==> config.mk <==
export PLATFORM = sky130hd
export DESIGN_NAME = converter_startup_init_sequence
export DESIGN_NICKNAME = d
export VERILOG_FILES = /design/src/core/conv_init_pkg.sv /design/src/core/converter_startup_init_sequence.sv
export VERILOG_INCLUDE_DIRS = /design/src /design/src/core
export SDC_FILE = /design/constraint.sdc
export NUM_CORES = 1
export LEC_CHECK = 0
export BUFFER_PORTS_ARGS = -buffer_cell sky130_fd_sc_hd__buf_2
export CAP_MARGIN = 10
export CELL_PAD_IN_SITES_DETAIL_PLACEMENT = 1
export CELL_PAD_IN_SITES_GLOBAL_PLACEMENT = 1
export CORE_MARGIN = 3
export CORE_UTILIZATION = 43
export CTS_BUF_LIST = sky130_fd_sc_hd__clkbuf_4
export CTS_CLUSTER_DIAMETER = 30
export DETAILED_ROUTE_END_ITERATION = 10
export PLACE_DENSITY = 0.86
export SLEW_MARGIN = 40
export SYNTH_ARGS = -nofsm -noshare
export SYNTH_HDL_FRONTEND = slang
export SYNTH_SLANG_ARGS = --single-unit
export TNS_END_PERCENT = 5
==> constraint.sdc <==
create_clock -name ref_clk -period 2.3 [get_ports ref_clk]
set_clock_uncertainty 0.2 [all_clocks]
set_input_delay 0.115 -clock ref_clk [delete_from_list [all_inputs] [get_ports ref_clk]]
set_output_delay 0.115 -clock ref_clk [all_outputs]
set_load 0.05 [all_outputs]
==> src/core/conv_init_defs.svh <==
// Constants of the converter startup block: register offsets, field positions, reset values, timing.
// Assumes a 100 MHz ref_clk and an 8-bit byte address on the register port.
`ifndef CONV_INIT_DEFS_SVH
`define CONV_INIT_DEFS_SVH
// ----------------------------------------------------------------------------
// Register offsets
// ----------------------------------------------------------------------------
`define ADDR_CTRL       8'h00
`define ADDR_PLL_CFG    8'h04
`define ADDR_TRIM       8'h08
`define ADDR_LINK_CFG   8'h0c
`define ADDR_STATUS     8'h10
`define ADDR_IRQ_STAT   8'h14
`define ADDR_IRQ_MASK   8'h18
`define ADDR_CAL_CFG    8'h1c
// ----------------------------------------------------------------------------
// Field positions
// ----------------------------------------------------------------------------
`define CTRL_SOFT_RESET   0
`define CTRL_PLL_RESET    1
`define CTRL_LINK_EN      2
`define CTRL_CAL_EN       3
`define CTRL_OVER_RANGE_ENABLE       4
`define CTRL_SOFT_TRIG    5
`define CTRL_PIN_TRIG_EN  6
`define CTRL_CAL_STAT_SEL 7
`define CTRL_OSC_CAL_EN   8
`define LINK_MODE_HI      4
`define LINK_KM1_LO       8
`define LINK_KM1_HI       12
`define LINK_SYNC_SEL     16
`define CAL_CFG_BG_MODE   0
`define IRQ_INIT          0
`define IRQ_LOCK          1
`define IRQ_FOREGROUND_DONE_FLAG       2
`define IRQ_VALID         3
// ----------------------------------------------------------------------------
// Masks and reset values
// ----------------------------------------------------------------------------
`define CTRL_MASK      32'h0000_01fe
`define CTRL_RESET     32'h0000_000c
`define PLL_CFG_RESET  32'h0000_0000
`define TRIM_MASK      32'h0000_00ff
`define LINK_CFG_MASK  32'hff01_1f1f
`define LINK_CFG_RESET 32'h0000_0000
`define CAL_CFG_MASK   32'h0000_0003
`define IRQ_MASK_BITS  32'h0000_000f
`define WORD_ZERO      32'h0000_0000
`define LINK_MODE_64B_FIRST 5'h08
// ----------------------------------------------------------------------------
// Timing
// ----------------------------------------------------------------------------
`define CLK_PERIOD_NS   10
`define INIT_TIME_NS    2000
`define OSC_CAL_TIME_NS 5000
`define LOCK_TIME_NS    1000
`define FG_CAL_TIME_NS  20000
`define INIT_CYCLES    ((`INIT_TIME_NS + `CLK_PERIOD_NS - 1) / `CLK_PERIOD_NS)
`define OSC_CAL_CYCLES ((`OSC_CAL_TIME_NS + `CLK_PERIOD_NS - 1) / `CLK_PERIOD_NS)
`define LOCK_CYCLES    ((`LOCK_TIME_NS + `CLK_PERIOD_NS - 1) / `CLK_PERIOD_NS)
`define FG_CAL_CYCLES  ((`FG_CAL_TIME_NS + `CLK_PERIOD_NS - 1) / `CLK_PERIOD_NS)
`endif

==> src/core/conv_init_pkg.sv <==
// Types shared by the converter startup block.
// Assumes nothing of its surroundings.
package conv_init_pkg;
  typedef enum logic [1:0] {PLL_HELD, PLL_OSC_CAL, PLL_LOCKING, PLL_LOCKED} pll_state_type;
  typedef enum logic [1:0] {CAL_IDLE, CAL_RUN, CAL_DONE} cal_state_type;
  typedef enum logic [1:0] {LINK_HALT, LINK_WAIT_SYNC, LINK_RUN} link_state_type;
endpackage

==> src/core/converter_startup_init_sequence.sv <==
// Startup, PLL, calibration and link control of the converter, seen from its register port.
// Assumes one 100 MHz clock; pins and receiver status arrive asynchronously and are synchronised here.
//
// Notes on behaviour
// - After soft reset, device sets init-done; host waits for it.
// - Releasing PLL reset starts oscillator calibration or uses trim, then locks.
// - Link enable 0 halts the link; link settings change only while halted.
// - Calibration enable 0 halts calibration; its settings change only while halted.
// - Enabling calibration then link restarts the link state machine.
// - Finished foreground calibration raises the status pin and the done flag.
// - In 8B/10B modes the link follows receiver sync; 64B/66B ignores it.
// - Data is valid only with receiver alignment and calibration finished.
//
// The implementer's own choices: the address map and strobed register access.
`include "conv_init_defs.svh"

module converter_startup_init_sequence (
  input  wire logic        ref_clk,
  input  wire logic        rst_n,
  input  wire logic [7:0]  addr,
  input  wire logic [31:0] wr_data,
  input  wire logic        wr_en,
  input  wire logic        rd_en,
  output logic      [31:0] rd_data,
  input  wire logic        pll_enable_strap,
  input  wire logic        single_ended_sync_input,
  input  wire logic        timestamp_diff_input,
  input  wire logic        calibration_trigger_pin,
  input  wire logic        rx_aligned,
  output logic             calibration_status_pin,
  output logic             link_active,
  output logic             data_valid,
  output logic             irq
);
  localparam int INIT_CYC = `INIT_CYCLES;
  localparam int INIT_MAX = `INIT_CYCLES + 2;
  localparam int FG_CYC   = `FG_CAL_CYCLES;

  function automatic logic is_8b10b(input logic [4:0] mode);
    is_8b10b = mode < `LINK_MODE_64B_FIRST;
  endfunction

  // ----------------------------------------------------------------------------
  // Input synchronisers
  // ----------------------------------------------------------------------------
  logic [1:0] strap_sync_ff;
  logic [1:0] se_sync_ff;
  logic [1:0] ts_sync_ff;
  logic [1:0] trig_sync_ff;
  logic [1:0] align_sync_ff;
  logic       trig_prev_ff;

  always_ff @(posedge ref_clk) begin
    if (!rst_n) begin
      strap_sync_ff <= 2'h0;
      se_sync_ff    <= 2'h0;
      ts_sync_ff    <= 2'h0;
      trig_sync_ff  <= 2'h0;
      align_sync_ff <= 2'h0;
      trig_prev_ff  <= 1'h0;
    end else begin
      strap_sync_ff <= {strap_sync_ff[0], pll_enable_strap};
      se_sync_ff    <= {se_sync_ff[0], single_ended_sync_input};
      ts_sync_ff    <= {ts_sync_ff[0], timestamp_diff_input};
      trig_sync_ff  <= {trig_sync_ff[0], calibration_trigger_pin};
      align_sync_ff <= {align_sync_ff[0], rx_aligned};
      trig_prev_ff  <= trig_sync_ff[1];
    end
  end

  // ----------------------------------------------------------------------------
  // Register file
  // ----------------------------------------------------------------------------
  logic [31:0] ctrl_ff, pll_cfg_ff, trim_ff, link_cfg_ff, cal_cfg_ff, irq_stat_ff, irq_mask_ff, rd_data_ff;
  logic [31:0] nxt_ctrl, nxt_pll_cfg, nxt_trim, nxt_link_cfg, nxt_cal_cfg, nxt_irq_stat, nxt_irq_mask;
  logic [31:0] nxt_rd_data, status_word;
  logic        irq_ff, nxt_irq, link_cfg_open, cal_cfg_open;
  logic [3:0]  events;
  logic        init_done_ff, nxt_init_done, osc_cal_done_ff, nxt_osc_cal_done;
  logic        pll_locked_ff, nxt_pll_locked, foreground_done_flag_ff, nxt_foreground_done_flag;
  logic        data_valid_ff, nxt_data_valid, link_active_ff, nxt_link_active;
  conv_init_pkg::cal_state_type  cal_state_ff, nxt_cal_state;
  conv_init_pkg::link_state_type link_state_ff, nxt_link_state;

  // Settings that steer a running machine are frozen, so a mid-flight write cannot corrupt it.
  assign link_cfg_open = !ctrl_ff[`CTRL_LINK_EN] && (link_state_ff == conv_init_pkg::LINK_HALT);
  assign cal_cfg_open  = !ctrl_ff[`CTRL_CAL_EN] && (cal_state_ff == conv_init_pkg::CAL_IDLE);
  assign status_word = {25'h0, data_valid_ff, cal_state_ff == conv_init_pkg::CAL_RUN, link_active_ff,
                        foreground_done_flag_ff, pll_locked_ff, osc_cal_done_ff, init_done_ff};
  assign events = {nxt_data_valid & ~data_valid_ff, nxt_foreground_done_flag & ~foreground_done_flag_ff,
                   nxt_pll_locked & ~pll_locked_ff, nxt_init_done & ~init_done_ff};

  always_comb begin
    nxt_ctrl                   = ctrl_ff;
    nxt_ctrl[`CTRL_SOFT_RESET] = 1'b0;
    nxt_pll_cfg                = pll_cfg_ff;
    nxt_trim                   = trim_ff;
    nxt_link_cfg               = link_cfg_ff;
    nxt_cal_cfg                = cal_cfg_ff;
    nxt_irq_mask               = irq_mask_ff;
    nxt_irq_stat               = irq_stat_ff;
    nxt_rd_data                = `WORD_ZERO;
    if (wr_en) begin
      if (addr == `ADDR_CTRL) begin
        nxt_ctrl = wr_data & (`CTRL_MASK | 32'h0000_0001);
      end else if (addr == `ADDR_PLL_CFG) begin
        nxt_pll_cfg = wr_data;
      end else if (addr == `ADDR_TRIM) begin
        nxt_trim = wr_data & `TRIM_MASK;
      end else if (addr == `ADDR_LINK_CFG && link_cfg_open) begin
        nxt_link_cfg = wr_data & `LINK_CFG_MASK;
      end else if (addr == `ADDR_CAL_CFG && cal_cfg_open) begin
        nxt_cal_cfg = wr_data & `CAL_CFG_MASK;
      end else if (addr == `ADDR_IRQ_MASK) begin
        nxt_irq_mask = wr_data & `IRQ_MASK_BITS;
      end
    end
    if (rd_en) begin
      if (addr == `ADDR_CTRL) begin
        nxt_rd_data = ctrl_ff;
      end else if (addr == `ADDR_PLL_CFG) begin
        nxt_rd_data = pll_cfg_ff;
      end else if (addr == `ADDR_TRIM) begin
        nxt_rd_data = trim_ff;
      end else if (addr == `ADDR_LINK_CFG) begin
        nxt_rd_data = link_cfg_ff;
      end else if (addr == `ADDR_STATUS) begin
        nxt_rd_data = status_word;
      end else if (addr == `ADDR_IRQ_STAT) begin
        nxt_rd_data  = irq_stat_ff;
        nxt_irq_stat = `WORD_ZERO;
      end else if (addr == `ADDR_IRQ_MASK) begin
        nxt_rd_data = irq_mask_ff;
      end else if (addr == `ADDR_CAL_CFG) begin
        nxt_rd_data = cal_cfg_ff;
      end
    end
    // An event in the clearing cycle survives: the set is applied after the clear.
    nxt_irq_stat = nxt_irq_stat | {28'h0, events};
    nxt_irq      = |(nxt_irq_stat & nxt_irq_mask);
  end

  always_ff @(posedge ref_clk) begin
    if (!rst_n) begin
      ctrl_ff     <= `CTRL_RESET;
      pll_cfg_ff  <= `PLL_CFG_RESET;
      trim_ff     <= `WORD_ZERO;
      link_cfg_ff <= `LINK_CFG_RESET;
      cal_cfg_ff  <= `WORD_ZERO;
      irq_stat_ff <= `WORD_ZERO;
      irq_mask_ff <= `WORD_ZERO;
      rd_data_ff  <= `WORD_ZERO;
      irq_ff      <= 1'b0;
    end else begin
      ctrl_ff     <= nxt_ctrl;
      pll_cfg_ff  <= nxt_pll_cfg;
      trim_ff     <= nxt_trim;
      link_cfg_ff <= nxt_link_cfg;
      cal_cfg_ff  <= nxt_cal_cfg;
      irq_stat_ff <= nxt_irq_stat;
      irq_mask_ff <= nxt_irq_mask;
      rd_data_ff  <= nxt_rd_data;
      irq_ff      <= nxt_irq;
    end
  end

  // ----------------------------------------------------------------------------
  // Initialisation and converter PLL
  // ----------------------------------------------------------------------------
  logic [11:0] init_cnt_ff, nxt_init_cnt, pll_cnt_ff, nxt_pll_cnt;
  logic        pll_rst_prev_ff;
  conv_init_pkg::pll_state_type pll_state_ff, nxt_pll_state;

  always_comb begin
    nxt_init_cnt     = init_cnt_ff;
    nxt_init_done    = init_done_ff;
    nxt_pll_state    = pll_state_ff;
    nxt_pll_cnt      = pll_cnt_ff + 12'h001;
    nxt_osc_cal_done = osc_cal_done_ff;
    nxt_pll_locked   = pll_locked_ff;
    if (ctrl_ff[`CTRL_SOFT_RESET]) begin
      nxt_init_cnt  = 12'h000;
      nxt_init_done = 1'b0;
    end else if (!init_done_ff) begin
      nxt_init_cnt = init_cnt_ff + 12'h001;
      if (init_cnt_ff == 12'(`INIT_CYCLES - 1)) nxt_init_done = 1'b1;
    end
    case (pll_state_ff)
      conv_init_pkg::PLL_HELD: begin
        // The release edge of the PLL reset starts the bring-up; a manual trim skips calibration.
        if (pll_rst_prev_ff && !ctrl_ff[`CTRL_PLL_RESET] && init_done_ff) begin
          nxt_pll_cnt = 12'h000;
          if (ctrl_ff[`CTRL_OSC_CAL_EN]) begin
            nxt_pll_state = conv_init_pkg::PLL_OSC_CAL;
          end else begin
            nxt_osc_cal_done = 1'b1;
            nxt_pll_state    = conv_init_pkg::PLL_LOCKING;
          end
        end
      end
      conv_init_pkg::PLL_OSC_CAL: begin
        if (pll_cnt_ff == 12'(`OSC_CAL_CYCLES - 1)) begin
          nxt_osc_cal_done = 1'b1;
          nxt_pll_cnt      = 12'h000;
          nxt_pll_state    = conv_init_pkg::PLL_LOCKING;
        end
      end
      conv_init_pkg::PLL_LOCKING: begin
        if (pll_cnt_ff == 12'(`LOCK_CYCLES - 1)) begin
          nxt_pll_locked = 1'b1;
          nxt_pll_state  = conv_init_pkg::PLL_LOCKED;
        end
      end
      default: nxt_pll_cnt = pll_cnt_ff;
    endcase
    if (ctrl_ff[`CTRL_PLL_RESET] || !strap_sync_ff[1] || ctrl_ff[`CTRL_SOFT_RESET]) begin
      nxt_pll_state    = conv_init_pkg::PLL_HELD;
      nxt_osc_cal_done = 1'b0;
      nxt_pll_locked   = 1'b0;
    end
  end

  always_ff @(posedge ref_clk) begin
    if (!rst_n) begin
      init_cnt_ff     <= 12'h000;
      init_done_ff    <= 1'b0;
      pll_state_ff    <= conv_init_pkg::PLL_HELD;
      pll_cnt_ff      <= 12'h000;
      osc_cal_done_ff <= 1'b0;
      pll_locked_ff   <= 1'b0;
      pll_rst_prev_ff <= 1'b0;
    end else begin
      init_cnt_ff     <= nxt_init_cnt;
      init_done_ff    <= nxt_init_done;
      pll_state_ff    <= nxt_pll_state;
      pll_cnt_ff      <= nxt_pll_cnt;
      osc_cal_done_ff <= nxt_osc_cal_done;
      pll_locked_ff   <= nxt_pll_locked;
      pll_rst_prev_ff <= ctrl_ff[`CTRL_PLL_RESET];
    end
  end

  // ----------------------------------------------------------------------------
  // Foreground calibration
  // ----------------------------------------------------------------------------
  logic [11:0] cal_cnt_ff, nxt_cal_cnt;
  logic        soft_trig_prev_ff, cal_trigger;

  assign cal_trigger = ctrl_ff[`CTRL_CAL_EN] && !cal_cfg_ff[`CAL_CFG_BG_MODE] && init_done_ff &&
                       ((ctrl_ff[`CTRL_SOFT_TRIG] && !soft_trig_prev_ff) ||
                        (ctrl_ff[`CTRL_PIN_TRIG_EN] && trig_sync_ff[1] && !trig_prev_ff));

  always_comb begin
    nxt_cal_state = cal_state_ff;
    nxt_cal_cnt   = cal_cnt_ff;
    nxt_foreground_done_flag   = foreground_done_flag_ff;
    case (cal_state_ff)
      conv_init_pkg::CAL_RUN: begin
        nxt_cal_cnt = cal_cnt_ff + 12'h001;
        if (cal_cnt_ff == 12'(`FG_CAL_CYCLES - 1)) begin
          nxt_cal_state = conv_init_pkg::CAL_DONE;
          nxt_foreground_done_flag   = 1'b1;
        end
      end
      default: begin
        if (cal_trigger) begin
          nxt_cal_state = conv_init_pkg::CAL_RUN;
          nxt_cal_cnt   = 12'h000;
          nxt_foreground_done_flag   = 1'b0;
        end
      end
    endcase
    if (!ctrl_ff[`CTRL_CAL_EN]) begin
      nxt_cal_state = conv_init_pkg::CAL_IDLE;
      nxt_foreground_done_flag   = 1'b0;
    end
  end

  always_ff @(posedge ref_clk) begin
    if (!rst_n) begin
      cal_state_ff      <= conv_init_pkg::CAL_IDLE;
      cal_cnt_ff        <= 12'h000;
      foreground_done_flag_ff        <= 1'b0;
      soft_trig_prev_ff <= 1'b0;
    end else begin
      cal_state_ff      <= nxt_cal_state;
      cal_cnt_ff        <= nxt_cal_cnt;
      foreground_done_flag_ff        <= nxt_foreground_done_flag;
      soft_trig_prev_ff <= ctrl_ff[`CTRL_SOFT_TRIG];
    end
  end

  // ----------------------------------------------------------------------------
  // Serial link control and data valid
  // ----------------------------------------------------------------------------
  logic sync_ok, mode_8b10b, cal_finished;

  assign sync_ok      = link_cfg_ff[`LINK_SYNC_SEL] ? ts_sync_ff[1] : se_sync_ff[1];
  assign mode_8b10b   = is_8b10b(link_cfg_ff[`LINK_MODE_HI:0]);
  assign cal_finished = ctrl_ff[`CTRL_CAL_STAT_SEL] ? foreground_done_flag_ff : calibration_status_pin;

  always_comb begin
    nxt_link_state = link_state_ff;
    case (link_state_ff)
      conv_init_pkg::LINK_HALT: begin
        if (init_done_ff) nxt_link_state = mode_8b10b ? conv_init_pkg::LINK_WAIT_SYNC : conv_init_pkg::LINK_RUN;
      end
      conv_init_pkg::LINK_WAIT_SYNC: begin
        if (sync_ok) nxt_link_state = conv_init_pkg::LINK_RUN;
      end
      default: begin
        if (mode_8b10b && !sync_ok) nxt_link_state = conv_init_pkg::LINK_WAIT_SYNC;
      end
    endcase
    if (!ctrl_ff[`CTRL_LINK_EN]) nxt_link_state = conv_init_pkg::LINK_HALT;
    nxt_link_active = nxt_link_state == conv_init_pkg::LINK_RUN;
    nxt_data_valid  = nxt_link_active && align_sync_ff[1] && cal_finished;
  end

  always_ff @(posedge ref_clk) begin
    if (!rst_n) begin
      link_state_ff  <= conv_init_pkg::LINK_HALT;
      link_active_ff <= 1'b0;
      data_valid_ff  <= 1'b0;
    end else begin
      link_state_ff  <= nxt_link_state;
      link_active_ff <= nxt_link_active;
      data_valid_ff  <= nxt_data_valid;
    end
  end

  assign rd_data                = rd_data_ff;
  assign irq                    = irq_ff;
  assign calibration_status_pin = foreground_done_flag_ff;
  assign link_active            = link_active_ff;
  assign data_valid             = data_valid_ff;

  // ----------------------------------------------------------------------------
  // Assertions
  // ----------------------------------------------------------------------------
  // The age of a calibration run is counted apart from the calibration counter, so a stuck
  // counter in the run cannot also hide its own overrun.
  logic [11:0] fg_age_ff, nxt_fg_age;

  always_comb begin
    nxt_fg_age = 12'h000;
    if (cal_state_ff == conv_init_pkg::CAL_RUN) nxt_fg_age = fg_age_ff + 12'h001;
  end

  always_ff @(posedge ref_clk) begin
    if (!rst_n) begin
      fg_age_ff <= 12'h000;
    end else begin
      fg_age_ff <= nxt_fg_age;
    end
  end

  property p_init_done;
    @(posedge ref_clk) disable iff (!rst_n) ctrl_ff[`CTRL_SOFT_RESET] |-> ##[INIT_CYC:INIT_MAX] init_done_ff;
  endproperty
  a_init_done: assert property (p_init_done) else $error("init done not set after soft reset");
  property p_init_wait;
    @(posedge ref_clk) disable iff (!rst_n) ctrl_ff[`CTRL_SOFT_RESET] |=> !init_done_ff [*8];
  endproperty
  a_init_wait: assert property (p_init_wait) else $error("init done set too early");
  property p_manual_trim;
    @(posedge ref_clk) disable iff (!rst_n)
      pll_state_ff == conv_init_pkg::PLL_HELD && pll_rst_prev_ff && !ctrl_ff[`CTRL_PLL_RESET] && init_done_ff &&
      !ctrl_ff[`CTRL_OSC_CAL_EN] && strap_sync_ff[1] && !ctrl_ff[`CTRL_SOFT_RESET] |=> osc_cal_done_ff;
  endproperty
  a_manual_trim: assert property (p_manual_trim) else $error("manual trim did not skip calibration");
  property p_lock_needs_release;
    @(posedge ref_clk) disable iff (!rst_n) pll_locked_ff |-> osc_cal_done_ff && !$past(ctrl_ff[`CTRL_PLL_RESET]);
  endproperty
  a_lock_needs_release: assert property (p_lock_needs_release) else $error("lock while PLL reset");
  property p_link_halt;
    @(posedge ref_clk) disable iff (!rst_n)
      !ctrl_ff[`CTRL_LINK_EN] |=> link_state_ff == conv_init_pkg::LINK_HALT && !link_active_ff;
  endproperty
  a_link_halt: assert property (p_link_halt) else $error("link not halted");
  property p_link_cfg_frozen;
    @(posedge ref_clk) disable iff (!rst_n) ctrl_ff[`CTRL_LINK_EN] |=> $stable(link_cfg_ff);
  endproperty
  a_link_cfg_frozen: assert property (p_link_cfg_frozen) else $error("link settings changed while enabled");
  property p_cal_halt;
    @(posedge ref_clk) disable iff (!rst_n)
      !ctrl_ff[`CTRL_CAL_EN] |=> cal_state_ff == conv_init_pkg::CAL_IDLE && !calibration_status_pin;
  endproperty
  a_cal_halt: assert property (p_cal_halt) else $error("calibration not halted");
  property p_cal_cfg_frozen;
    @(posedge ref_clk) disable iff (!rst_n) ctrl_ff[`CTRL_CAL_EN] |=> $stable(cal_cfg_ff);
  endproperty
  a_cal_cfg_frozen: assert property (p_cal_cfg_frozen) else $error("cal settings changed while enabled");
  property p_link_restart;
    @(posedge ref_clk) disable iff (!rst_n)
      ctrl_ff[`CTRL_LINK_EN] && init_done_ff && link_state_ff == conv_init_pkg::LINK_HALT |=>
      link_state_ff != conv_init_pkg::LINK_HALT;
  endproperty
  a_link_restart: assert property (p_link_restart) else $error("link did not restart");
  property p_fg_time;
    @(posedge ref_clk) disable iff (!rst_n)
      cal_state_ff == conv_init_pkg::CAL_RUN |-> fg_age_ff < 12'(FG_CYC);
  endproperty
  a_fg_time: assert property (p_fg_time) else $error("foreground calibration overran");
  property p_foreground_done_flag_pin;
    @(posedge ref_clk) disable iff (!rst_n)
      $rose(foreground_done_flag_ff) |-> calibration_status_pin && $past(cal_state_ff) == conv_init_pkg::CAL_RUN;
  endproperty
  a_foreground_done_flag_pin: assert property (p_foreground_done_flag_pin) else $error("done flag without calibration run");
  property p_sync_gate;
    @(posedge ref_clk) disable iff (!rst_n)
      link_state_ff == conv_init_pkg::LINK_WAIT_SYNC && !sync_ok |=> !link_active_ff;
  endproperty
  a_sync_gate: assert property (p_sync_gate) else $error("link ran without sync");
  property p_no_sync_64b;
    @(posedge ref_clk) disable iff (!rst_n)
      link_state_ff == conv_init_pkg::LINK_RUN && ctrl_ff[`CTRL_LINK_EN] && !mode_8b10b |=> link_active_ff;
  endproperty
  a_no_sync_64b: assert property (p_no_sync_64b) else $error("64B/66B link reacted to sync");
  property p_valid;
    @(posedge ref_clk) disable iff (!rst_n) data_valid_ff |-> link_active_ff && $past(align_sync_ff[1]);
  endproperty
  a_valid: assert property (p_valid) else $error("data valid without link and alignment");
  c_foreground_done_flag: cover property (@(posedge ref_clk) disable iff (!rst_n) $rose(foreground_done_flag_ff));
  c_locked: cover property (@(posedge ref_clk) disable iff (!rst_n) $rose(pll_locked_ff));
  c_valid: cover property (@(posedge ref_clk) disable iff (!rst_n) $rose(data_valid_ff) && mode_8b10b);
endmodule

==> impl_metrics.yaml <==
place:
  hpwl_um: 17900
  placed_area_um2: 10000
  dp_cells: 1313
  gp_congestion: 0.892
  portBuffers: 84
logic_synthesis:
  synth_cell_type_count: 53
  seq_area_frac_synth: 0.506
  synth_top_family_by_area: "simple AND/OR/NAND/NOR gates"
  synth-simple-area-share: 0.236
  ys_seq_elements: 228
  yosysTopAreaCell: "dfxtp_1"
  synth_xor_area_frac: 0.0224
  synth_nets: 1021
  synth_top_area_frac: 0.506
  yosys.area_share.adder: 0.00972
  synth_cells: 965
  async_flop_share: 0
  synth_edf_count: 0
  synth_compound_area_frac: 0.149
  netlist_area_um2: 9010
  yosysWarningCount: 0
  postSynthAreaPerCell_um2: 9.34
  yosysMostFrequentCell: "dfxtp_1"
  yosys-top-cells-area: "dfxtp_1 51%, nand2_1 5.0%, a22oi_1 4.7%, mux2i_1 4.3%, nor2b_1 3.3%"
  synthFlopType: "dfxtp_1"
  synthMuxAreaShare: 0.0446
  ys_top_cells_by_count: "228 x dfxtp_1, 121 x nand2_1, 60 x nor2_1"
floorplanning:
  fp.dieH_um: 151
  core_um2: 20400
  io_pins: 85
  die_w_um: 151
  initial_core_util: 0.441
  fp.dieArea_um2: 22700
  rows: 52
timing:
  slew_violations: 0
  min_period_ns: 2.53
  tightest_slew_ns: 0.728
  fmax_mhz: 396
  finalCritPeriodShare: 1.10
  final.setup.tns_ns: -0.584
  timing.hold.ws_ns: -0.0347
  setup_viol: 12
  setup_slack_ns: -0.227
  slew_headroom: 0.502
  rsz0062_at_grt: "yes"
  timing_hold_violations_final: 1
cells_and_area:
  drive_gt1_frac: 0.194
  area_delta_synth_final_pct: 31.4
  fin_util: 0.580
  finalNonFillerCells: 1513
  nets: 1254
  fin_area_um2: 11800
grt:
  grt_max_degree: 105
  grt_pass1_wl_um: 52400
  track_usage: 0.294
  grt.overflow.total: 0
  grt_pass1_vias: 9735
  antenna_found_initial: 3
route:
  wl_per_cell_um: 23.2
  ant_nets: 0
  dr.pass1.iters: 5
  vias: 8859
  avgViaCountPerCell: 5.86
  dr.first_iter.drc_count: 699
  wl_um: 35200
  drc: 0
run_status:
  failed_checks: "negative hold slack, negative setup slack"
  status: "finished with violations"
cts:
  h-tree-depth: 2
  cts-root-buf: "clkbuf_4"
  cts_sinks: 228
  clkLatencyLatePin_ns: 0.73
  tritoncts: "yes"
  clkTransAtPathRegs_ns: 0.07
  cts_hold_buffers: 94
  clock_tree.buffer_depth: 3
  cts_buffers: 58
setup_path:
  crit_required_ns: 2.70
  slowest_delay_ns: 0.58
  cp.arrival_ns: 2.93
  end_kind: "register"
  critPathMaxFanout: 6
  rr_startpoint: "link_cfg_ff[16]"
  cp_cell_sequence: "buf_2, dlygate4sd3_1, nor4b_2, nand2_1, nor2_1, a22oi_1, a2111oi_0, buf_4"
  critPathSlowestCell: "dlygate4sd3_1"
  startpoint: "addr[6]"
  critical_path_class: "in2reg"
  crit_path_start_kind: "input pin"
power_and_ir_drop:
  cellPowerDensity_nw_per_um2: 685
  leakagePower_nw: 4.80
  ir_worst_vdd_uv: 429
min_path:
  worst_hold_startpoint: "addr[7]"
  hp-class: "in2reg"
flow_run:
  max_cap_viol_count: 0
## final timing paths
check | end | slack, ns | cells past startpoint
setup / recovery | rd_data[1] | -0.23 | 8
hold / removal | irq_stat_ff[2] | -0.03 | 5
setup reg to reg | irq | 0.02 | 6
hold reg to reg | ts_sync_ff[1] | 0.24 | 1
## flip-flops by register name (all words and copies together), names as in the netlist, 8 cells and up
name / count
pll_cnt_ff: 12
init_cnt_ff: 12
irq_stat_ff: 32
pll_cfg_ff: 32
trim_ff: 8
ctrl_ff: 9
irq_mask_ff: 32
rd_data: 32
link_cfg_ff: 19
cal_cnt_ff: 12
## power breakdown
group          switching, mW  total (mW)  internal, mW
registers             0.0145        3.98          3.96
logic                  0.202       0.391         0.190
clock network           1.86        3.74          1.88
## cell usage in the layout (no fill, tap or decap), types with 17 or more instances in the layout
cell type	netlist	routed
dfxtp_1	228	227
nand2_1	121	121
dlygate4sd3_1	0	91
buf_2	20	83
clkbuf_4	0	75
nor2_1	60	59
a22oi_1	57	56
nor2b_1	48	48
and2_1	45	45
a21oi_1	42	41
buf_4	0	40
mux2i_1	39	39
and3_1	39	38
a21boi_0	31	31
nand3_1	27	27
xor2_1	18	18
clkinv_1	0	17
## what timing repair did
action                                  in CTS  in global routing
setup buffers                                0                  1
endpoints found under the hold margin      199                  1
endpoints found under the setup margin       0                 52
resized for setup                            0                 17
## critical path: cells and delay by family
kind / cells / cell delay [ns]
AO/OA/AOI/OAI: 2 / 0.72
AND/OR/NAND/NOR: 3 / 1.14
buffers and inverters: 3 / 0.94
## cell families after synthesis
logic type      after synthesis
compound gates              196
xor+xnor                     23
fa+ha+maj                     7
buf+inv                      64
flops                       228
mux                          40
simple gates                407
## per-layer routing
| layer | part of all wire | global-route usage |
|---|---|---|
| met1 | 0.37 | 0.324 |
| met2 | 0.50 | 0.520 |
| met3 | 0.069 | 0.0607 |
| met4 | 0.058 | 0.175 |
| met5 | 0 | 0 |
## layout make-up
type	instances	area (um2)
Clock buffer	75	563
Sequential cell	228	4570
Tap cell	270	338
Clock inverter	26	203
Timing Repair Buffer	229	1910
Inverter	8	30.0
Fill cell	2343	8580
Multi-Input combinational cell	673	4230
Antenna cell	4	10.0
## through the flow
step           power, mW  worst slack (ns)
5_1_grt             8.41            -0.402
3_5_place_dp        4.33           -0.0597
3_3_place_gp        4.32           0.00179
2_1_floorplan       4.19            0.0490
6_report            8.11            -0.227
4_1_cts             8.00            0.0392
Note: power is estimated with default switching activity, not from simulation.
